[src/mxu_regs.vh]
// Register map, field positions, codes and addresses of the exception unit
`ifndef MXU_REGS_VH
`define MXU_REGS_VH
`define MXU_OFS_FAULT_ADDR 6'h00
`define MXU_OFS_EVENT 6'h04
`define MXU_OFS_ENTRY_HIGH 6'h08
`define MXU_OFS_ENTRY_LOW 6'h0c
`define MXU_OFS_SAVED_PC 6'h10
`define MXU_OFS_SAVED_STATUS 6'h14
`define MXU_OFS_SAVED_STACK 6'h18
`define MXU_OFS_STATUS 6'h1c
`define MXU_OFS_VECTOR_BASE 6'h20
`define MXU_OFS_MMU_CONTROL 6'h24
`define MXU_ST_PRIV 30
`define MXU_ST_BANK 29
`define MXU_ST_BLOCK 28
`define MXU_STATUS_RESET 32'h7000_0000
`define MXU_CTL_RCNT_LSB 10
`define MXU_CTL_RBND_LSB 18
`define MXU_PAGE_LSB 10
`define MXU_CODE_MULTI_HIT 12'h140
`define MXU_CODE_MISS_READ 12'h040
`define MXU_CODE_MISS_WRITE 12'h060
`define MXU_CODE_PROT_READ 12'h0a0
`define MXU_CODE_PROT_WRITE 12'h0c0
`define MXU_CODE_FIRST_WRITE 12'h080
`define MXU_RESET_ADDR 32'ha000_0000
`define MXU_OFS_MISS_VEC 32'h0000_0400
`define MXU_OFS_GENERAL_VEC 32'h0000_0100
`define MXU_FTLB_ENTRIES 4
`define MXU_FTLB_IDX_W 2
`define MXU_MTLB_ENTRIES 64
`define MXU_MTLB_IDX_W 6
`endif

[src/mxu_exception_unit.v]
// Translation exception unit: detection, state capture, redirect and TLB load
//
// Design decisions made here: the register offsets and the Avalon-MM slave port.
`timescale 1ns/1ns
`include "mxu_regs.vh"

module mxu_exception_unit (
    // Clock and reset
    input wire clk,
    input wire rst,
    // Avalon-MM register slave
    input wire [5:0] avs_address,
    input wire avs_read,
    input wire avs_write,
    input wire [31:0] avs_writedata,
    input wire [3:0] avs_byteenable,
    output reg [31:0] avs_readdata,
    output reg avs_waitrequest,
    // Access from the pipeline
    input wire acc_valid,
    input wire acc_fetch,
    input wire acc_write,
    input wire [3:0] acc_cache_op,
    input wire [31:0] acc_vaddr,
    input wire [31:0] acc_pc,
    input wire acc_delay_slot,
    input wire [31:0] acc_branch_pc,
    input wire [31:0] stack_pointer_reg,
    // Lookup results
    input wire [3:0] ftlb_hit_vec,
    input wire [7:0] ftlb_right_vec,
    input wire [63:0] mtlb_hit_vec,
    input wire [127:0] mtlb_right_vec,
    input wire [63:0] mtlb_dirty_vec,
    // Instruction stream controls
    input wire load_tlb_instr,
    input wire exception_return_instr,
    // Exception report
    output reg exc_taken,
    output reg [11:0] exc_code,
    output reg redirect_valid,
    output reg [31:0] redirect_addr,
    output reg [31:0] status_out,
    // Instruction TLB refill
    output reg ftlb_fill,
    output reg [5:0] ftlb_fill_src,
    // Unified TLB load
    output reg mtlb_load,
    output reg [5:0] mtlb_load_idx,
    output reg [31:0] mtlb_load_high,
    output reg [31:0] mtlb_load_low
);
    // Cache operation kinds on acc_cache_op
    localparam [3:0] OP_PURGE = 4'h1;
    localparam [3:0] OP_WRITEBACK = 4'h2;
    localparam [3:0] OP_INVALIDATE = 4'h4;
    localparam [3:0] OP_ALLOC_STORE = 4'h8;

    reg [31:0] fault_address_reg;
    reg [31:0] exception_event_reg;
    reg [31:0] entry_high_reg;
    reg [31:0] entry_low_reg;
    reg [31:0] saved_pc;
    reg [31:0] saved_status;
    reg [31:0] saved_stack_reg;
    reg [31:0] processor_status;
    reg [31:0] vector_base;
    reg [5:0] replace_counter;
    reg [5:0] replace_boundary;

    wire i_any;
    wire i_multi;
    wire [1:0] i_right;
    wire u_any;
    wire u_multi;
    wire [5:0] u_idx;
    wire [1:0] u_right;
    wire u_dirty;

    ////////////////////////////////////////////////////////////////////////
    // Match reduction
    mxu_hit_sel #(.N(`MXU_FTLB_ENTRIES), .IW(`MXU_FTLB_IDX_W)) u_ftlb_sel (
        .hit_vec(ftlb_hit_vec),
        .right_vec(ftlb_right_vec),
        .dirty_vec(4'h0),
        .any_hit(i_any),
        .multi_hit(i_multi),
        .hit_idx(),
        .hit_right(i_right),
        .hit_dirty()
    );

    mxu_hit_sel #(.N(`MXU_MTLB_ENTRIES), .IW(`MXU_MTLB_IDX_W)) u_mtlb_sel (
        .hit_vec(mtlb_hit_vec),
        .right_vec(mtlb_right_vec),
        .dirty_vec(mtlb_dirty_vec),
        .any_hit(u_any),
        .multi_hit(u_multi),
        .hit_idx(u_idx),
        .hit_right(u_right),
        .hit_dirty(u_dirty)
    );

    ////////////////////////////////////////////////////////////////////////
    // Access right decode
    wire priv = processor_status[`MXU_ST_PRIV];
    wire blocked = processor_status[`MXU_ST_BLOCK];
    wire is_wr = acc_write | (acc_cache_op == OP_INVALIDATE) | (acc_cache_op == OP_ALLOC_STORE);

    function right_ok;
        input [1:0] right;
        input wr;
        input pv;
        begin
            case (right)
                2'h0: right_ok = pv & ~wr;
                2'h1: right_ok = pv;
                2'h2: right_ok = ~wr;
                default: right_ok = 1'b1;
            endcase
        end
    endfunction

    ////////////////////////////////////////////////////////////////////////
    // Exception classification
    reg [11:0] next_code;
    reg next_exc;
    reg next_multi;
    reg [31:0] next_vec_ofs;
    reg next_refill;

    always @* begin
        next_code = 12'h000;
        next_exc = 1'b0;
        next_multi = 1'b0;
        next_vec_ofs = `MXU_OFS_GENERAL_VEC;
        next_refill = 1'b0;
        if (acc_valid && acc_fetch) begin
            if (i_any) begin
                if (i_multi) begin
                    next_exc = 1'b1;
                    next_multi = 1'b1;
                end else if (!right_ok(i_right, 1'b0, priv)) begin
                    next_exc = 1'b1;
                    next_code = `MXU_CODE_PROT_READ;
                    next_vec_ofs = `MXU_OFS_GENERAL_VEC;
                end
            end else if (u_multi) begin
                next_exc = 1'b1;
                next_multi = 1'b1;
            end else if (u_any) begin
                next_refill = 1'b1;
            end else begin
                next_exc = 1'b1;
                next_code = `MXU_CODE_MISS_READ;
                next_vec_ofs = `MXU_OFS_MISS_VEC;
            end
        end else if (acc_valid) begin
            if (u_multi) begin
                next_exc = 1'b1;
                next_multi = 1'b1;
            end else if (!u_any) begin
                next_exc = 1'b1;
                next_code = is_wr ? `MXU_CODE_MISS_WRITE : `MXU_CODE_MISS_READ;
                next_vec_ofs = `MXU_OFS_MISS_VEC;
            end else if (!right_ok(u_right, is_wr, priv)) begin
                next_exc = 1'b1;
                next_code = is_wr ? `MXU_CODE_PROT_WRITE : `MXU_CODE_PROT_READ;
            end else if (is_wr && !u_dirty) begin
                next_exc = 1'b1;
                next_code = `MXU_CODE_FIRST_WRITE;
            end
        end
        if (next_multi) begin
            next_code = `MXU_CODE_MULTI_HIT;
        end
        if (blocked) begin
            next_exc = 1'b0;
            next_multi = 1'b0;
        end
    end

    ////////////////////////////////////////////////////////////////////////
    // Register read mux and byte lane merge
    reg [31:0] rd_mux;

    always @* begin
        case (avs_address)
            `MXU_OFS_FAULT_ADDR: rd_mux = fault_address_reg;
            `MXU_OFS_EVENT: rd_mux = exception_event_reg;
            `MXU_OFS_ENTRY_HIGH: rd_mux = entry_high_reg;
            `MXU_OFS_ENTRY_LOW: rd_mux = entry_low_reg;
            `MXU_OFS_SAVED_PC: rd_mux = saved_pc;
            `MXU_OFS_SAVED_STATUS: rd_mux = saved_status;
            `MXU_OFS_SAVED_STACK: rd_mux = saved_stack_reg;
            `MXU_OFS_STATUS: rd_mux = processor_status;
            `MXU_OFS_VECTOR_BASE: rd_mux = vector_base;
            `MXU_OFS_MMU_CONTROL: rd_mux = {8'h00, replace_boundary, 2'h0, replace_counter, 10'h000};
            default: rd_mux = 32'h0000_0000;
        endcase
    end

    function [31:0] merge;
        input [31:0] old;
        input [31:0] wd;
        input [3:0] be;
        integer k;
        begin
            merge = old;
            for (k = 0; k < 4; k = k + 1) begin
                if (be[k]) begin
                    merge[8*k +: 8] = wd[8*k +: 8];
                end
            end
        end
    endfunction

    wire bus_wr = avs_write && !avs_waitrequest;
    wire [31:0] ctl_new = merge(rd_mux, avs_writedata, avs_byteenable);

    ////////////////////////////////////////////////////////////////////////
    // Bus handshake, one wait cycle per access
    always @(posedge clk) begin
        if (rst) begin
            avs_waitrequest <= 1'b1;
            avs_readdata <= 32'h0000_0000;
        end else begin
            if (avs_waitrequest && (avs_read || avs_write)) begin
                avs_waitrequest <= 1'b0;
                avs_readdata <= avs_read ? rd_mux : 32'h0000_0000;
            end else begin
                avs_waitrequest <= 1'b1;
            end
        end
    end

    ////////////////////////////////////////////////////////////////////////
    // Register file, hardware updates win over software writes
    always @(posedge clk) begin
        if (rst) begin
            fault_address_reg <= 32'h0000_0000;
            exception_event_reg <= 32'h0000_0000;
            entry_high_reg <= 32'h0000_0000;
            entry_low_reg <= 32'h0000_0000;
            saved_pc <= 32'h0000_0000;
            saved_status <= 32'h0000_0000;
            saved_stack_reg <= 32'h0000_0000;
            processor_status <= `MXU_STATUS_RESET;
            vector_base <= 32'h0000_0000;
            replace_counter <= 6'h00;
            replace_boundary <= 6'h3f;
        end else begin
            if (bus_wr) begin
                case (avs_address)
                    `MXU_OFS_FAULT_ADDR: fault_address_reg <= ctl_new;
                    `MXU_OFS_EVENT: exception_event_reg <= ctl_new;
                    `MXU_OFS_ENTRY_HIGH: entry_high_reg <= ctl_new;
                    `MXU_OFS_ENTRY_LOW: entry_low_reg <= ctl_new;
                    `MXU_OFS_SAVED_PC: saved_pc <= ctl_new;
                    `MXU_OFS_SAVED_STATUS: saved_status <= ctl_new;
                    `MXU_OFS_SAVED_STACK: saved_stack_reg <= ctl_new;
                    `MXU_OFS_STATUS: processor_status <= ctl_new;
                    `MXU_OFS_VECTOR_BASE: vector_base <= ctl_new;
                    `MXU_OFS_MMU_CONTROL: begin
                        replace_counter <= ctl_new[`MXU_CTL_RCNT_LSB +: 6];
                        replace_boundary <= ctl_new[`MXU_CTL_RBND_LSB +: 6];
                    end
                    default: begin
                    end
                endcase
            end
            if (load_tlb_instr) begin
                replace_counter <= (replace_counter == replace_boundary) ? 6'h00 : replace_counter + 6'h01;
            end
            if (exception_return_instr) begin
                processor_status <= saved_status;
            end
            if (next_exc) begin
                fault_address_reg <= acc_vaddr;
                exception_event_reg <= {20'h00000, next_code};
            end
            if (next_exc && !next_multi) begin
                entry_high_reg[31:`MXU_PAGE_LSB] <= acc_vaddr[31:`MXU_PAGE_LSB];
                saved_pc <= acc_delay_slot ? acc_branch_pc : acc_pc;
                saved_status <= processor_status;
                saved_stack_reg <= stack_pointer_reg;
                processor_status[`MXU_ST_PRIV] <= 1'b1;
                processor_status[`MXU_ST_BLOCK] <= 1'b1;
                processor_status[`MXU_ST_BANK] <= 1'b1;
            end
        end
    end

    ////////////////////////////////////////////////////////////////////////
    // Report, redirect and TLB write strobes
    always @(posedge clk) begin
        if (rst) begin
            exc_taken <= 1'b0;
            exc_code <= 12'h000;
            redirect_valid <= 1'b0;
            redirect_addr <= 32'h0000_0000;
            status_out <= `MXU_STATUS_RESET;
            ftlb_fill <= 1'b0;
            ftlb_fill_src <= 6'h00;
            mtlb_load <= 1'b0;
            mtlb_load_idx <= 6'h00;
            mtlb_load_high <= 32'h0000_0000;
            mtlb_load_low <= 32'h0000_0000;
        end else begin
            exc_taken <= next_exc;
            exc_code <= next_exc ? next_code : 12'h000;
            redirect_valid <= next_exc;
            if (next_multi) begin
                redirect_addr <= `MXU_RESET_ADDR;
            end else if (next_exc) begin
                redirect_addr <= vector_base + next_vec_ofs;
            end
            status_out <= processor_status;
            ftlb_fill <= next_refill;
            ftlb_fill_src <= u_idx;
            mtlb_load <= load_tlb_instr;
            if (load_tlb_instr) begin
                mtlb_load_idx <= replace_counter;
                mtlb_load_high <= entry_high_reg;
                mtlb_load_low <= entry_low_reg;
            end
        end
    end
endmodule

[src/mxu_hit_sel.v]
// Match vector reduction: any hit, multiple hits, index and fields of the hit
`timescale 1ns/1ns
module mxu_hit_sel #(
    parameter N = 4,
    parameter IW = 2
) (
    // Per-entry match results and fields
    input wire [N-1:0] hit_vec,
    input wire [2*N-1:0] right_vec,
    input wire [N-1:0] dirty_vec,
    // Reduced result
    output wire any_hit,
    output wire multi_hit,
    output wire [IW-1:0] hit_idx,
    output wire [1:0] hit_right,
    output wire hit_dirty
);
    wire [N:0] seen;
    wire [N:0] multi;
    wire [IW*(N+1)-1:0] idx_acc;
    wire [2*(N+1)-1:0] right_acc;
    wire [N:0] dirty_acc;

    assign seen[0] = 1'b0;
    assign multi[0] = 1'b0;
    assign idx_acc[IW-1:0] = {IW{1'b0}};
    assign right_acc[1:0] = 2'h0;
    assign dirty_acc[0] = 1'b0;

    genvar i;
    generate
        for (i = 0; i < N; i = i + 1) begin : g_ent
            wire [31:0] my_num;
            wire [IW-1:0] my_idx;
            assign my_num = i;
            assign my_idx = my_num[IW-1:0];
            assign seen[i+1] = seen[i] | hit_vec[i];
            assign multi[i+1] = multi[i] | (seen[i] & hit_vec[i]);
            assign idx_acc[IW*(i+2)-1:IW*(i+1)] = idx_acc[IW*(i+1)-1:IW*i] | (hit_vec[i] ? my_idx : {IW{1'b0}});
            assign right_acc[2*i+3:2*i+2] = right_acc[2*i+1:2*i] | (hit_vec[i] ? right_vec[2*i+1:2*i] : 2'h0);
            assign dirty_acc[i+1] = dirty_acc[i] | (hit_vec[i] & dirty_vec[i]);
        end
    endgenerate

    assign any_hit = seen[N];
    assign multi_hit = multi[N];
    assign hit_idx = idx_acc[IW*(N+1)-1:IW*N];
    assign hit_right = right_acc[2*N+1:2*N];
    assign hit_dirty = dirty_acc[N];
endmodule

[config.mk]
export PLATFORM = sky130hd
export DESIGN_NAME = mxu_exception_unit
export DESIGN_NICKNAME = d
export VERILOG_FILES = /design/src/mxu_exception_unit.v /design/src/mxu_hit_sel.v
export VERILOG_INCLUDE_DIRS = /design/src
export SDC_FILE = /design/constraint.sdc
export NUM_CORES = 1
export LEC_CHECK = 0
export BUFFER_PORTS_ARGS = -buffer_cell sky130_fd_sc_hd__buf_2
export CAP_MARGIN = 20
export CORE_AREA = 4 4 245 247
export CTS_CLUSTER_SIZE = 40
export DETAILED_ROUTE_END_ITERATION = 7
export DIE_AREA = 0 0 249 251
export PLACE_DENSITY = 0.67
export SETUP_SLACK_MARGIN = 0.3
export SYNTH_ARGS = -nofsm -noshare
export SYNTH_HDL_FRONTEND = slang
export SYNTH_SLANG_ARGS = --single-unit
[constraint.sdc]
create_clock -name clk -period 8.8 [get_ports clk]
set_clock_uncertainty 0.15 [all_clocks]
set_input_delay 0.44 -clock clk [delete_from_list [all_inputs] [get_ports clk]]
set_output_delay 0.44 -clock clk [all_outputs]
set_load 0.01 [all_outputs]
# Word level (Yosys, flattened, before mapping)

Index checks and enable logic that the tools add are counted.

Register bits after elaboration: 488
Bits of input ports: 452
Output and inout port bits: 189
Logic and storage cells: 758

Add/subtract/negate cells: 2
Equality and inequality tests: 15
Multiplexer cells: 213
Bitwise operators: 457
Reductions and logical operators: 44

Operator list:

| cell               | number |
|---|---|
| $mux 32            | 23 |
| $or 6x6->6         | 62 |
| $pmux 32 s10       | 1 |
| $mux 6             | 37 |
| $or 1x1->1         | 195 |
| $mux 2             | 70 |
| $or 2x2->2         | 66 |
| $and 1x1->1        | 131 |
| $mux 8             | 11 |
| $mux 5             | 16 |
| $mux 12            | 6 |
| $mux 11            | 3 |
| $add 32x32->32     | 1 |
| $mux 4             | 8 |
| $mux 1             | 29 |
| $reduce_and 2->1   | 13 |
| $reduce_bool 2->1  | 13 |
| $eq 6x5->1 const B | 4 |
| $mux 22            | 1 |
| $mux 7             | 3 |
| $eq 6x4->1 const B | 2 |
| $eq 6x6->1 const B | 2 |
| $mux 3             | 4 |
| $reduce_or 2->1    | 5 |
| other kinds (15)   | 25 |

# Longest topological paths before layout

Gate-level depths: netlist (run 1).

Depth in word-level cells: 79
Mapped depth: 18
Gate-level depth less buffers: 16

# By module

From an unflattened synthesis (run 1), not the netlist that was laid out.

Cells, all modules: 3018
Area, all modules: 24579.8 um2

By module, submodules not included:

| module                    | instances | cells each | area each (um2) | sequential area each (um2) |
|---|---|---|---|---|
| mxu_exception_unit        | 1         | 2679       | 22266.4         | 9609.2 |
| mxu_hit_sel at u_mtlb_sel | 1         | 324        | 2219.6          | 0.0 |
| mxu_hit_sel at u_ftlb_sel | 1         | 15         | 93.8            | 0.0 |

# Least setup slack after synthesis (run 1)

OpenSTA, ideal clock, no wires.

Path kind: in2reg
From: in mtlb_hit_vec[44]
To: reg redirect_addr[31]
Library setup time: 0.091 ns
Data arrival time: 3.822 ns
Data required time: 8.559 ns
Slack: 4.737 ns
Stages: 17
Path buffers: 1
Path through: buf_2 -> nor4_1 -> nand4b_1 -> nor3_1 -> and4_1 -> nand3_1 -> inv_1 -> ha_1 -> a31oi_1 -> nor2_1 -> and3_1 -> and3_1 -> nand2_1 -> nor3_1 -> nand3_1 -> xor2_1 -> a311oi_1

Cells in the longest elaborated chain, start to end: 34
Elaborated cells between the ends (all ways): 136
Classes of those cells: 1 x add/sub; 2 x eq/ne; 28 x mux; 101 x bitwise; 4 x reduce/logical

RTL lines:

| element                                  | line                     | text |
|---|---|---|
| start, declared                          | mxu_exception_unit.v:32  | `input wire [63:0] mtlb_hit_vec,` |
| $mux 2                                   | mxu_hit_sel.v:40         | `assign right_acc[2*i+3:2*i+2] = right_acc[2*i+1:2*i] \| (hit_vec[i] ? right_vec[2*i+1:2*i] : 2'h0);` |
| $or 2x2->2 (20 in series)                | mxu_hit_sel.v:40         |  |
| $eq 2x2->1, or another cell as far along | mxu_exception_unit.v:115 | `case (right)` |
| $pmux 1 s3                               | mxu_exception_unit.v:115 |  |
| $mux 1                                   | mxu_exception_unit.v:162 | `end else if (!u_any) begin` |
| $mux 1                                   | mxu_exception_unit.v:159 | `if (u_multi) begin` |
| $mux 1                                   | mxu_exception_unit.v:158 | `end else if (acc_valid) begin` |
| $mux 1                                   | mxu_exception_unit.v:138 | `if (acc_valid && acc_fetch) begin` |
| $mux 1                                   | mxu_exception_unit.v:166 | `end else if (!right_ok(u_right, is_wr, priv)) begin` |
| $mux 1                                   | mxu_exception_unit.v:162 |  |
| $mux 1                                   | mxu_exception_unit.v:159 |  |
| $mux 1                                   | mxu_exception_unit.v:158 |  |
| $mux 1                                   | mxu_exception_unit.v:138 |  |
| $mux 1                                   | mxu_exception_unit.v:177 | `if (blocked) begin` |
| $reduce_bool 2->1 (no source line)       | n/a                      |  |
| end signal, assigned                     | mxu_exception_unit.v:314 | `` redirect_addr <= `MXU_RESET_ADDR; `` |
| end signal, assigned                     | mxu_exception_unit.v:316 | `redirect_addr <= vector_base + next_vec_ofs;` |
| end, declared                            | mxu_exception_unit.v:42  | `output reg [31:0] redirect_addr,` |

Several ways; a longest one is shown, not always the timed one. The select of a mux whose other input is x is not followed.
A chain may end at the register's enable or synchronous reset.

# Final worst setup path (run 1)

From: in mtlb_hit_vec[44]
To: reg saved_status[12]

Cells in the longest elaborated chain, start to end: 36
Elaborated cells between the ends (all ways): 133
Classes of those cells: 2 x eq/ne; 22 x mux; 101 x bitwise; 8 x reduce/logical

RTL lines:

| element                                  | line                     | text |
|---|---|---|
| $mux 2                                   | mxu_hit_sel.v:40         |  |
| $or 2x2->2 (20 in series)                | mxu_hit_sel.v:40         |  |
| $eq 2x2->1, or another cell as far along | mxu_exception_unit.v:115 |  |
| $pmux 1 s3                               | mxu_exception_unit.v:115 |  |
| $mux 1                                   | mxu_exception_unit.v:162 |  |
| $mux 1                                   | mxu_exception_unit.v:159 |  |
| $mux 1                                   | mxu_exception_unit.v:158 |  |
| $mux 1                                   | mxu_exception_unit.v:138 |  |
| $mux 1                                   | mxu_exception_unit.v:166 |  |
| $mux 1                                   | mxu_exception_unit.v:162 |  |
| $mux 1                                   | mxu_exception_unit.v:159 |  |
| $mux 1                                   | mxu_exception_unit.v:158 |  |
| $mux 1                                   | mxu_exception_unit.v:138 |  |
| $mux 1                                   | mxu_exception_unit.v:177 |  |
| $logic_and 1x1->1 (*)                    | mxu_exception_unit.v:282 | `if (next_exc && !next_multi) begin` |
| $reduce_bool 2->1 (no source line)       | n/a                      |  |
| $reduce_and 2->1 (no source line)        | n/a                      |  |
| end signal, assigned                     | mxu_exception_unit.v:260 | `` `MXU_OFS_SAVED_STATUS: saved_status <= ctl_new; `` |
| end signal, assigned                     | mxu_exception_unit.v:285 | `saved_status <= processor_status;` |
| end, declared                            | mxu_exception_unit.v:64  | `reg [31:0] saved_status;` |

Mark *: on every way between the ends. The rest lies on a longest branch, timed or not. The select of a mux whose other input is x is not followed.

==> results of run 1 <==
cells by family (layout without fill, tap and decap cells):
family          Yosys count  count (layout)  share of synthesized area (%)
compound gates          912             912                          26.02
xor+xnor                 34              34                          1.199
fa+ha+maj                 8               8                         0.3628
buf+inv                 326             824                          5.496
flops                   480             480                          38.69
mux                     187             187                          7.728
other cells               1              15                        0.01510
simple gates           1102            1102                          20.49
power groups by stage:
stage,logic (mW),clock network [mW],registers [mW]
4_1_cts,0.680,2.13,2.26
6_report,0.703,2.12,2.26
3_3_place_gp,0.673,0,2.31
2_1_floorplan,0.323,0,2.30
5_1_grt,0.730,2.21,2.26
3_5_place_dp,0.672,0,2.31
tightest hold or removal path, delay by kind of cell:
kind                   cells  cell delay [ps]
AOI/OAI and AO/OA          2              180
buffers and inverters      1              100
worst max path at each step:
stage	startpoint	to	slack [ps]	depth (start not counted)
2_1_floorplan	mtlb_hit_vec[44]	redirect_addr[31]	4740	17
3_3_place_gp	mtlb_hit_vec[41]	saved_status[12]	2870	11
3_5_place_dp	mtlb_hit_vec[44]	saved_status[12]	2910	11
4_1_cts	mtlb_hit_vec[44]	saved_status[12]	3540	11
5_1_grt	mtlb_hit_vec[44]	saved_status[12]	3190	11
6_report	mtlb_hit_vec[44]	saved_status[12]	3410	11
metal layers:
| layer | track usage (%) | vias up | part of all wire, % |
|---|---|---|---|
| met3 | 10.13 | 374 | 11 |
| met4 | 25.20 | 4 | 8.0 |
| li1 | - | 12150 | - |
| met1 | 44.98 | 12750 | 36 |
| met5 | 0 | - | 0.017 |
| met2 | 60.41 | 1702 | 45 |
layout make-up:
class / instances / share of cell area, %
inverters: 24 / 0.2982
clock buffers: 74 / 4.942
clock inverters: 12 / 0.3562
multi-input cells: 2251 / 46.58
repair buffers: 714 / 12.78
well taps: 765 / 3.169
flip-flops and latches: 480 / 31.81
diodes: 7 / 0.05799
placed cells by master, fill, tap and decap left out, types with 11 or more instances in the layout:
cell type	Yosys	layout
nor2b_1	80	79
nor4_1	21	21
o2bb2ai_1	25	25
nor2_1	406	405
and2_1	12	11
a221oi_1	50	50
nand2b_1	14	13
xnor2_1	21	21
a22o_1	13	13
mux2_2	34	34
dlygate4sd3_1	0	16
and3_1	21	20
nor3_1	103	102
nand2_1	300	298
mux2i_1	149	146
or3_1	18	18
nand4_1	44	44
a21oi_1	304	301
a22oi_1	140	140
a211oi_1	35	35
o211ai_1	37	37
a31oi_1	12	12
inv_1	22	21
o41ai_1	66	58
a2111oi_0	33	28
buf_4	17	68
o21ai_0	73	71
xor2_1	13	13
clkbuf_16	0	51
buf_2	26	625
a222oi_1	15	15
a221oi_2	28	28
nand3_1	42	41
clkbuf_8	0	13
dfxtp_1	480	480
per-stage QoR:
stage | power (mW) | hold WS [ps]
6_report | 5.083 | 17.16
4_1_cts | 5.071 | 0.01643
2_1_floorplan | 2.624 | 286.0
5_1_grt | 5.208 | 20.78
3_3_place_gp | 2.979 | 287.2
3_5_place_dp | 2.979 | 297.4
timing repair:
item / in CTS / in global routing
setup buffers: 0 / 0
resized for setup: 0 / 0
hold buffers: 15 / 1
hold endpoints to repair: 15 / 1
endpoints found under the setup margin: 0 / 0
==> key figures, run 1 <==
Status
  – Status: finished, violations left
  – Failing checks: design-rule violations

Setup path
  – Crit-path leading delay family: simple AND/OR/NAND/NOR gates
  – R2r setup slk: 4430 ps
  – Slowest-stage cell, CP: or4b_4
  – CP startpoint kind: primary input
  – CP max FO: 66
  – Reg2reg start: processor_status[30]
  – Buf/Inv on CP: 2
  – R2R Path End: saved_status[27]
  – Worst Path Required: 9150 ps
  – Slowest cell delay on critical path: 1000 ps
  – Arr. time, crit path: 5740 ps
  – Worst r2r path cells: 10
  – Setup Crit Path Kind: primary input to flip-flop
  – Worst path cell trace: buf_2 > nor4_1 > nand4b_1 > nor3_1 > nand4_1 > a211oi_1 > nand4_4 > or4b_4 > nand3_4 > buf_4 > mux2_2
  – CP endpoint kind: flip-flop

Layout
  – FF+latch area: 0.009609 mm²
  – Post-Route Utilization: 52.46%
  – Non-Filler Instances: 4327
  – Area of the multi-input gates: 0.01407 mm²
  – Final Cell Area: 0.03021 mm²
  – Share of cells above drive strength 1: 25.01%
  – P&R area growth vs syn: 21.63%
  – Layout fillers: 5520
  – Final Net Count: 3977

Pwr
  – Sw frac: 27.97%
  – Comb pwr share: 13.8%
  – Leak Pwr: 12.04 nW
  – Sw Pwr: 1.422 mW
  – Worst VDD drop: 0.1354 mV
  – Clock power frac: 41.7%
  – Cell internal pwr: 3.661 mW
  – P per Cell Area: 168.3 mW/mm²
  – Sequential Power Share: 44.5%

Synthesis
  – YS warnings: 0
  – Synthesized cell area: 0.02484 mm²
  – Cell with the most instances after synthesis: dfxtp_1
  – Largest cells by area after synthesis: dfxtp_1 39%, nor2_1 6.1%, a21oi_1 6.1%
  – EDFF count, synth: 0
  – Ys flop type: dfxtp_1
  – Yosys top cell area share: 38.69%
  – Yosys reg bits: 480
  – Count of cell types in the netlist: 81
  – Post-synthesis sequential area ratio: 38.69%
  – Yosys top cell by area: dfxtp_1
  – Synth async-reset ratio: 0%
  – Synth Area per Inst: 8.143 µm²
  – Synth Instances: 3050
  – Post-synth top cells: 480 x dfxtp_1, 406 x nor2_1, 304 x a21oi_1, 300 x nand2_1, 234 x clkbuf_1

Floorplanning
  – Count of boundary I/O pins: 641
  – Initial core utilization: 43.13%
  – Std cell rows: 88
  – Core area: 0.05759 mm²
  – Die area: 0.06250 mm²
  – Die H: 251 µm
  – Die width: 249 µm

Routing
  – Vias: 26980
  – DRT Pass-1 Iters: 8
  – WL/cell: 29.16 µm
  – Post-route ant nets: 0
  – DRC: 8
  – Total Wirelength: 126.2 mm
  – Drt initial violations: 3278
  – Post-DR vias/cell: 6.235

Timing
  – PnR worst setup slack: 3412 ps
  – F_max: 0.1856 GHz
  – Final hold vios: 0
  – RSZ-0062 raised after global routing: false
  – Max-slew violations: 0
  – Rel. slew slack: 22.58%
  – Tcrit/Tclk final: 61.22%
  – Post-layout min period: 5388 ps
  – Actual transition at the worst max-transition pin: 1149 ps
  – Setup violators final: 0
  – Fin Setup TNS: 0 ps

Clocking
  – Num CTS Buffers: 50
  – Worst skew pair latency: 620 ps
  – H-Tree Depth: 2
  – Clock buffer depth: 3
  – Root Driver: clkbuf_16
  – Clk sinks: 480
  – TritonCTS clock tree: done
  – Clock slew at reported path FFs: 60 ps

Global routing
  – Largest net degree at the start of global routing: 177
  – Vias in the first global route: 25290
  – Congestion Overflow GR: 0
  – First-pass GRT wire length: 177.7 mm
  – GRT Overall Usage: 37.85%
  – Antenna violations before repair: 11

Placement
  – Placer Congestion: 1.020
  – Placement Setup Slack: 2914 ps
  – DP Area: 0.02841 mm²
  – Inst Count DP: 4217
  – I/O Buffers: 628
  – DPL Wire Length: 94.17 mm

Run
  – Max-cap violations: 0

Worst hold path
  – Hold path endpoint: saved_stack_reg[29]
  – Hold path depth: 3
  – Worst hold start: stack_pointer_reg[29]
  – Hold crit path type: primary input to flip-flop
Note: power is estimated with default switching activity, not from simulation.
==> run 2, diff against run 1 <==
Settings changed: CORE_AREA 4 4 245 247 to 4 4 244 246, DIE_AREA 0 0 249 251 to 0 0 248 250, PLACE_DENSITY 0.67 to 0.7.
Clock period 8.8 ns to 4.6 ns, I/O delays scaled along.
==> key figures, run 2 (same netlist as run 1, synthesis figures left out) <==
Setup path
  – Worst r2r path cells: 9 (-1)
  – Worst path cell trace: buf_2 > a22oi_1 > nand4_1 > or3_1 > or4_1 > nand3_1 > o21a_1 > nor4b_4 > buf_12 > a2111oi_1 > a221oi_1
  – Worst path depth: 11 (unchanged)
  – Worst Path Required: 4890 ps (-4260 ps)
  – Reg2reg start: processor_status[30]
  – CP endpoint kind: flip-flop
  – CP max FO: 42 (-36%)
  – Slowest cell delay on critical path: 1050 ps (+50 ps)
  – Buf/Inv on CP: 2 (unchanged)
  – Worst setup endpoint: saved_pc[30]
  – Slowest-stage cell, CP: a2111oi_1
  – R2r setup slk: 960 ps (-3470 ps)
  – Crit-path leading delay family: compound AO/OA/AOI/OAI gates
  – Arr. time, crit path: 4480 ps (-1260 ps)
  – R2R Path End: saved_pc[30]
  – CP startpoint kind: primary input
  – Critical Path Source: mtlb_hit_vec[27]
  – Setup Crit Path Kind: primary input to flip-flop

Clocking
  – H-Tree Depth: 2 (unchanged)
  – Num CTS Buffers: 48 (-4.0%)
  – Clock slew at reported path FFs: 70 ps (about the same)
  – Worst skew pair latency: 610 ps (about the same)
  – Root Driver: clkbuf_16
  – Clock buffer depth: 3 (unchanged)
  – Clk sinks: 480 (unchanged)
  – TritonCTS clock tree: done

Pwr
  – Worst VDD drop: 0.2677 mV (+98%)
  – Power, Total: 10.08 mW (+98%)
  – P per Cell Area: 317.1 mW/mm² (+88%)
  – Leak Pwr: 12.89 nW (+7.1%)

Global routing
  – Vias in the first global route: 27060 (+7.0%)
  – GRT Overall Usage: 39.94% (+2.1 points)
  – Congestion Overflow GR: 0 (unchanged)
  – Antenna violations before repair: 16 (+5)
  – Largest net degree at the start of global routing: 106 (-40%)
  – First-pass GRT wire length: 183.4 mm (+3.2%)

Layout
  – Share of cells above drive strength 1: 26.89% (+1.9 points)
  – Commonest cells after routing, fill and taps aside: 626 x buf_2, 480 x dfxtp_1, 405 x nor2_1
  – Non-Filler Instances: 4497 (+3.9%)
  – Final Net Count: 4142 (+4.1%)
  – Commonest non-fill, non-tap cell in the layout: buf_2
  – P&R area growth vs syn: 28.04%
  – Post-Route Utilization: 55.43% (+3.0 points)

Placement
  – Inst Count DP: 4328 (+2.6%)
  – DPL Wire Length: 97.99 mm (+4.1%)
  – Placer Congestion: 1.102 (+8.0%)
  – I/O Buffers: 628 (unchanged)

Timing
  – Actual transition at the worst max-transition pin: 1228 ps (+79.72 ps)
  – Post-layout min period: 4191 ps
  – RSZ-0062 raised after global routing: false
  – Rel. slew slack: 17.90% (-4.7 points)
  – Final hold vios: 0 (unchanged)
  – F_max: 0.2386 GHz
  – Setup violators final: 0 (unchanged)
  – Hold slack: 12.63 ps (-4.531 ps)
  – Fin Setup TNS: 0 ps (unchanged)
  – Tcrit/Tclk final: 91.12%
  – Max-slew violations: 0 (unchanged)

Routing
  – Vias: 28240 (+4.7%)
  – Total Wirelength: 129.7 mm (+2.8%)
  – DRT Pass-1 Iters: 6 (-2)
  – Post-DR vias/cell: 6.280 (+0.72%)
  – Drt initial violations: 3250 (-0.85%)
  – WL/cell: 28.84 µm (-1.1%)
  – Post-route ant nets: 0 (unchanged)
  – DRC: 0 (-8)

Floorplanning
  – Die width: 248 µm (-0.40%)
  – Count of boundary I/O pins: 641 (unchanged)
  – Std cell rows: 88 (unchanged)
  – Die H: 250 µm (-0.40%)
  – Core area: 0.05737 mm² (-0.38%)
  – Die area: 0.06200 mm² (-0.80%)
  – Initial core utilization: 43.29% (+0.17 points)

Run
  – Max-cap violations: 0 (unchanged)

Worst hold path
  – Hold crit path type: primary input to flip-flop
  – Hold path depth: 3 (unchanged)

Status
  – Status: completed
run 2: cell types whose count changed in the layout (fill, tap and decap cells not counted), moves of 4 or more:
| cell | previous run | this run |
|---|---|---|
| buf_4 | 68 | 170 |
| dlygate4sd3_1 | 16 | 72 |
| buf_12 | 2 | 11 |
| a2111oi_0 | 28 | 22 |
| a2111oi_1 | 6 | 12 |
| bufinv_16 | 1 | 7 |
| clkbuf_1 | 10 | 4 |
| clkinvlp_4 | 0 | 6 |
| clkbuf_8 | 13 | 9 |
run 2: metal layers:
layer	vias to the layer above	GRT usage, %	routed length (µm)
li1	12490	-	-
met1	13380	46.37	45280
met2	1910	64.81	59550
met3	457	9.649	13730
met4	8	27.16	11100
met5	-	0	55
run 2: power by group:
group          internal (mW)  switching [mW]  total (mW)  leakage, nW
clock network           2.51            1.81        4.31        0.835
registers               4.25          0.0758        4.33         3.89
logic                  0.536           0.907        1.44         8.16
total                   7.29            2.79        10.1         12.9
run 2: how the worst min path moves through the flow:
stage / start / to / slack [ps]
final: acc_branch_pc[25] / saved_pc[25] / 10
after floorplan: acc_valid / exc_code[8] / 230
after detailed placement: exception_event_reg[17] / exception_event_reg[17] / 300
after global placement: avs_readdata[22] / avs_readdata[22] / 290
after global routing: acc_branch_pc[30] / saved_pc[30] / 40
after CTS: acc_branch_pc[25] / saved_pc[25] / 4
run 2: area by class of cell:
cell class                 count  area, µm²
sequential                   480       9609
timing repair buffer         881       5370
clock buffer                  62       1365
fill                        5384      25570
multi-input combinational   2251      14040
tap                          765      957.2
antenna                        6      15.01
clock inverter                28      356.6
inverter                      24      90.09
run 2: worst register-to-register path, stage by stage (launching register included):
cell and delay, ps:
dfxtp_1 360, a21oi_1 170, nand4_1 100, or4_1 720, nand3_1 200, o21a_1 200
nor4b_4 70, buf_12 190, a2111oi_1 1100, a221oi_1 230
run 2: metrics by stage:
| step | area (µm²) | setup slack, ps |
|---|---|---|
| 2_1_floorplan | 24860 | 747.4 |
| 3_3_place_gp | 29320 | 44.73 |
| 3_5_place_dp | 29330 | 24.38 |
| 4_1_cts | 31770 | 627.0 |
| 5_1_grt | 31800 | 371.6 |
| 6_report | 31800 | 408.7 |
run 2: what timing repair did:
action | 4_1_cts | 5_1_grt
endpoints found under the setup margin | 0 | 5
hold buffers | 72 | 0
resized for setup | 0 | 1
endpoints found under the hold margin | 110 | 0
buffers inserted | 0 | 0
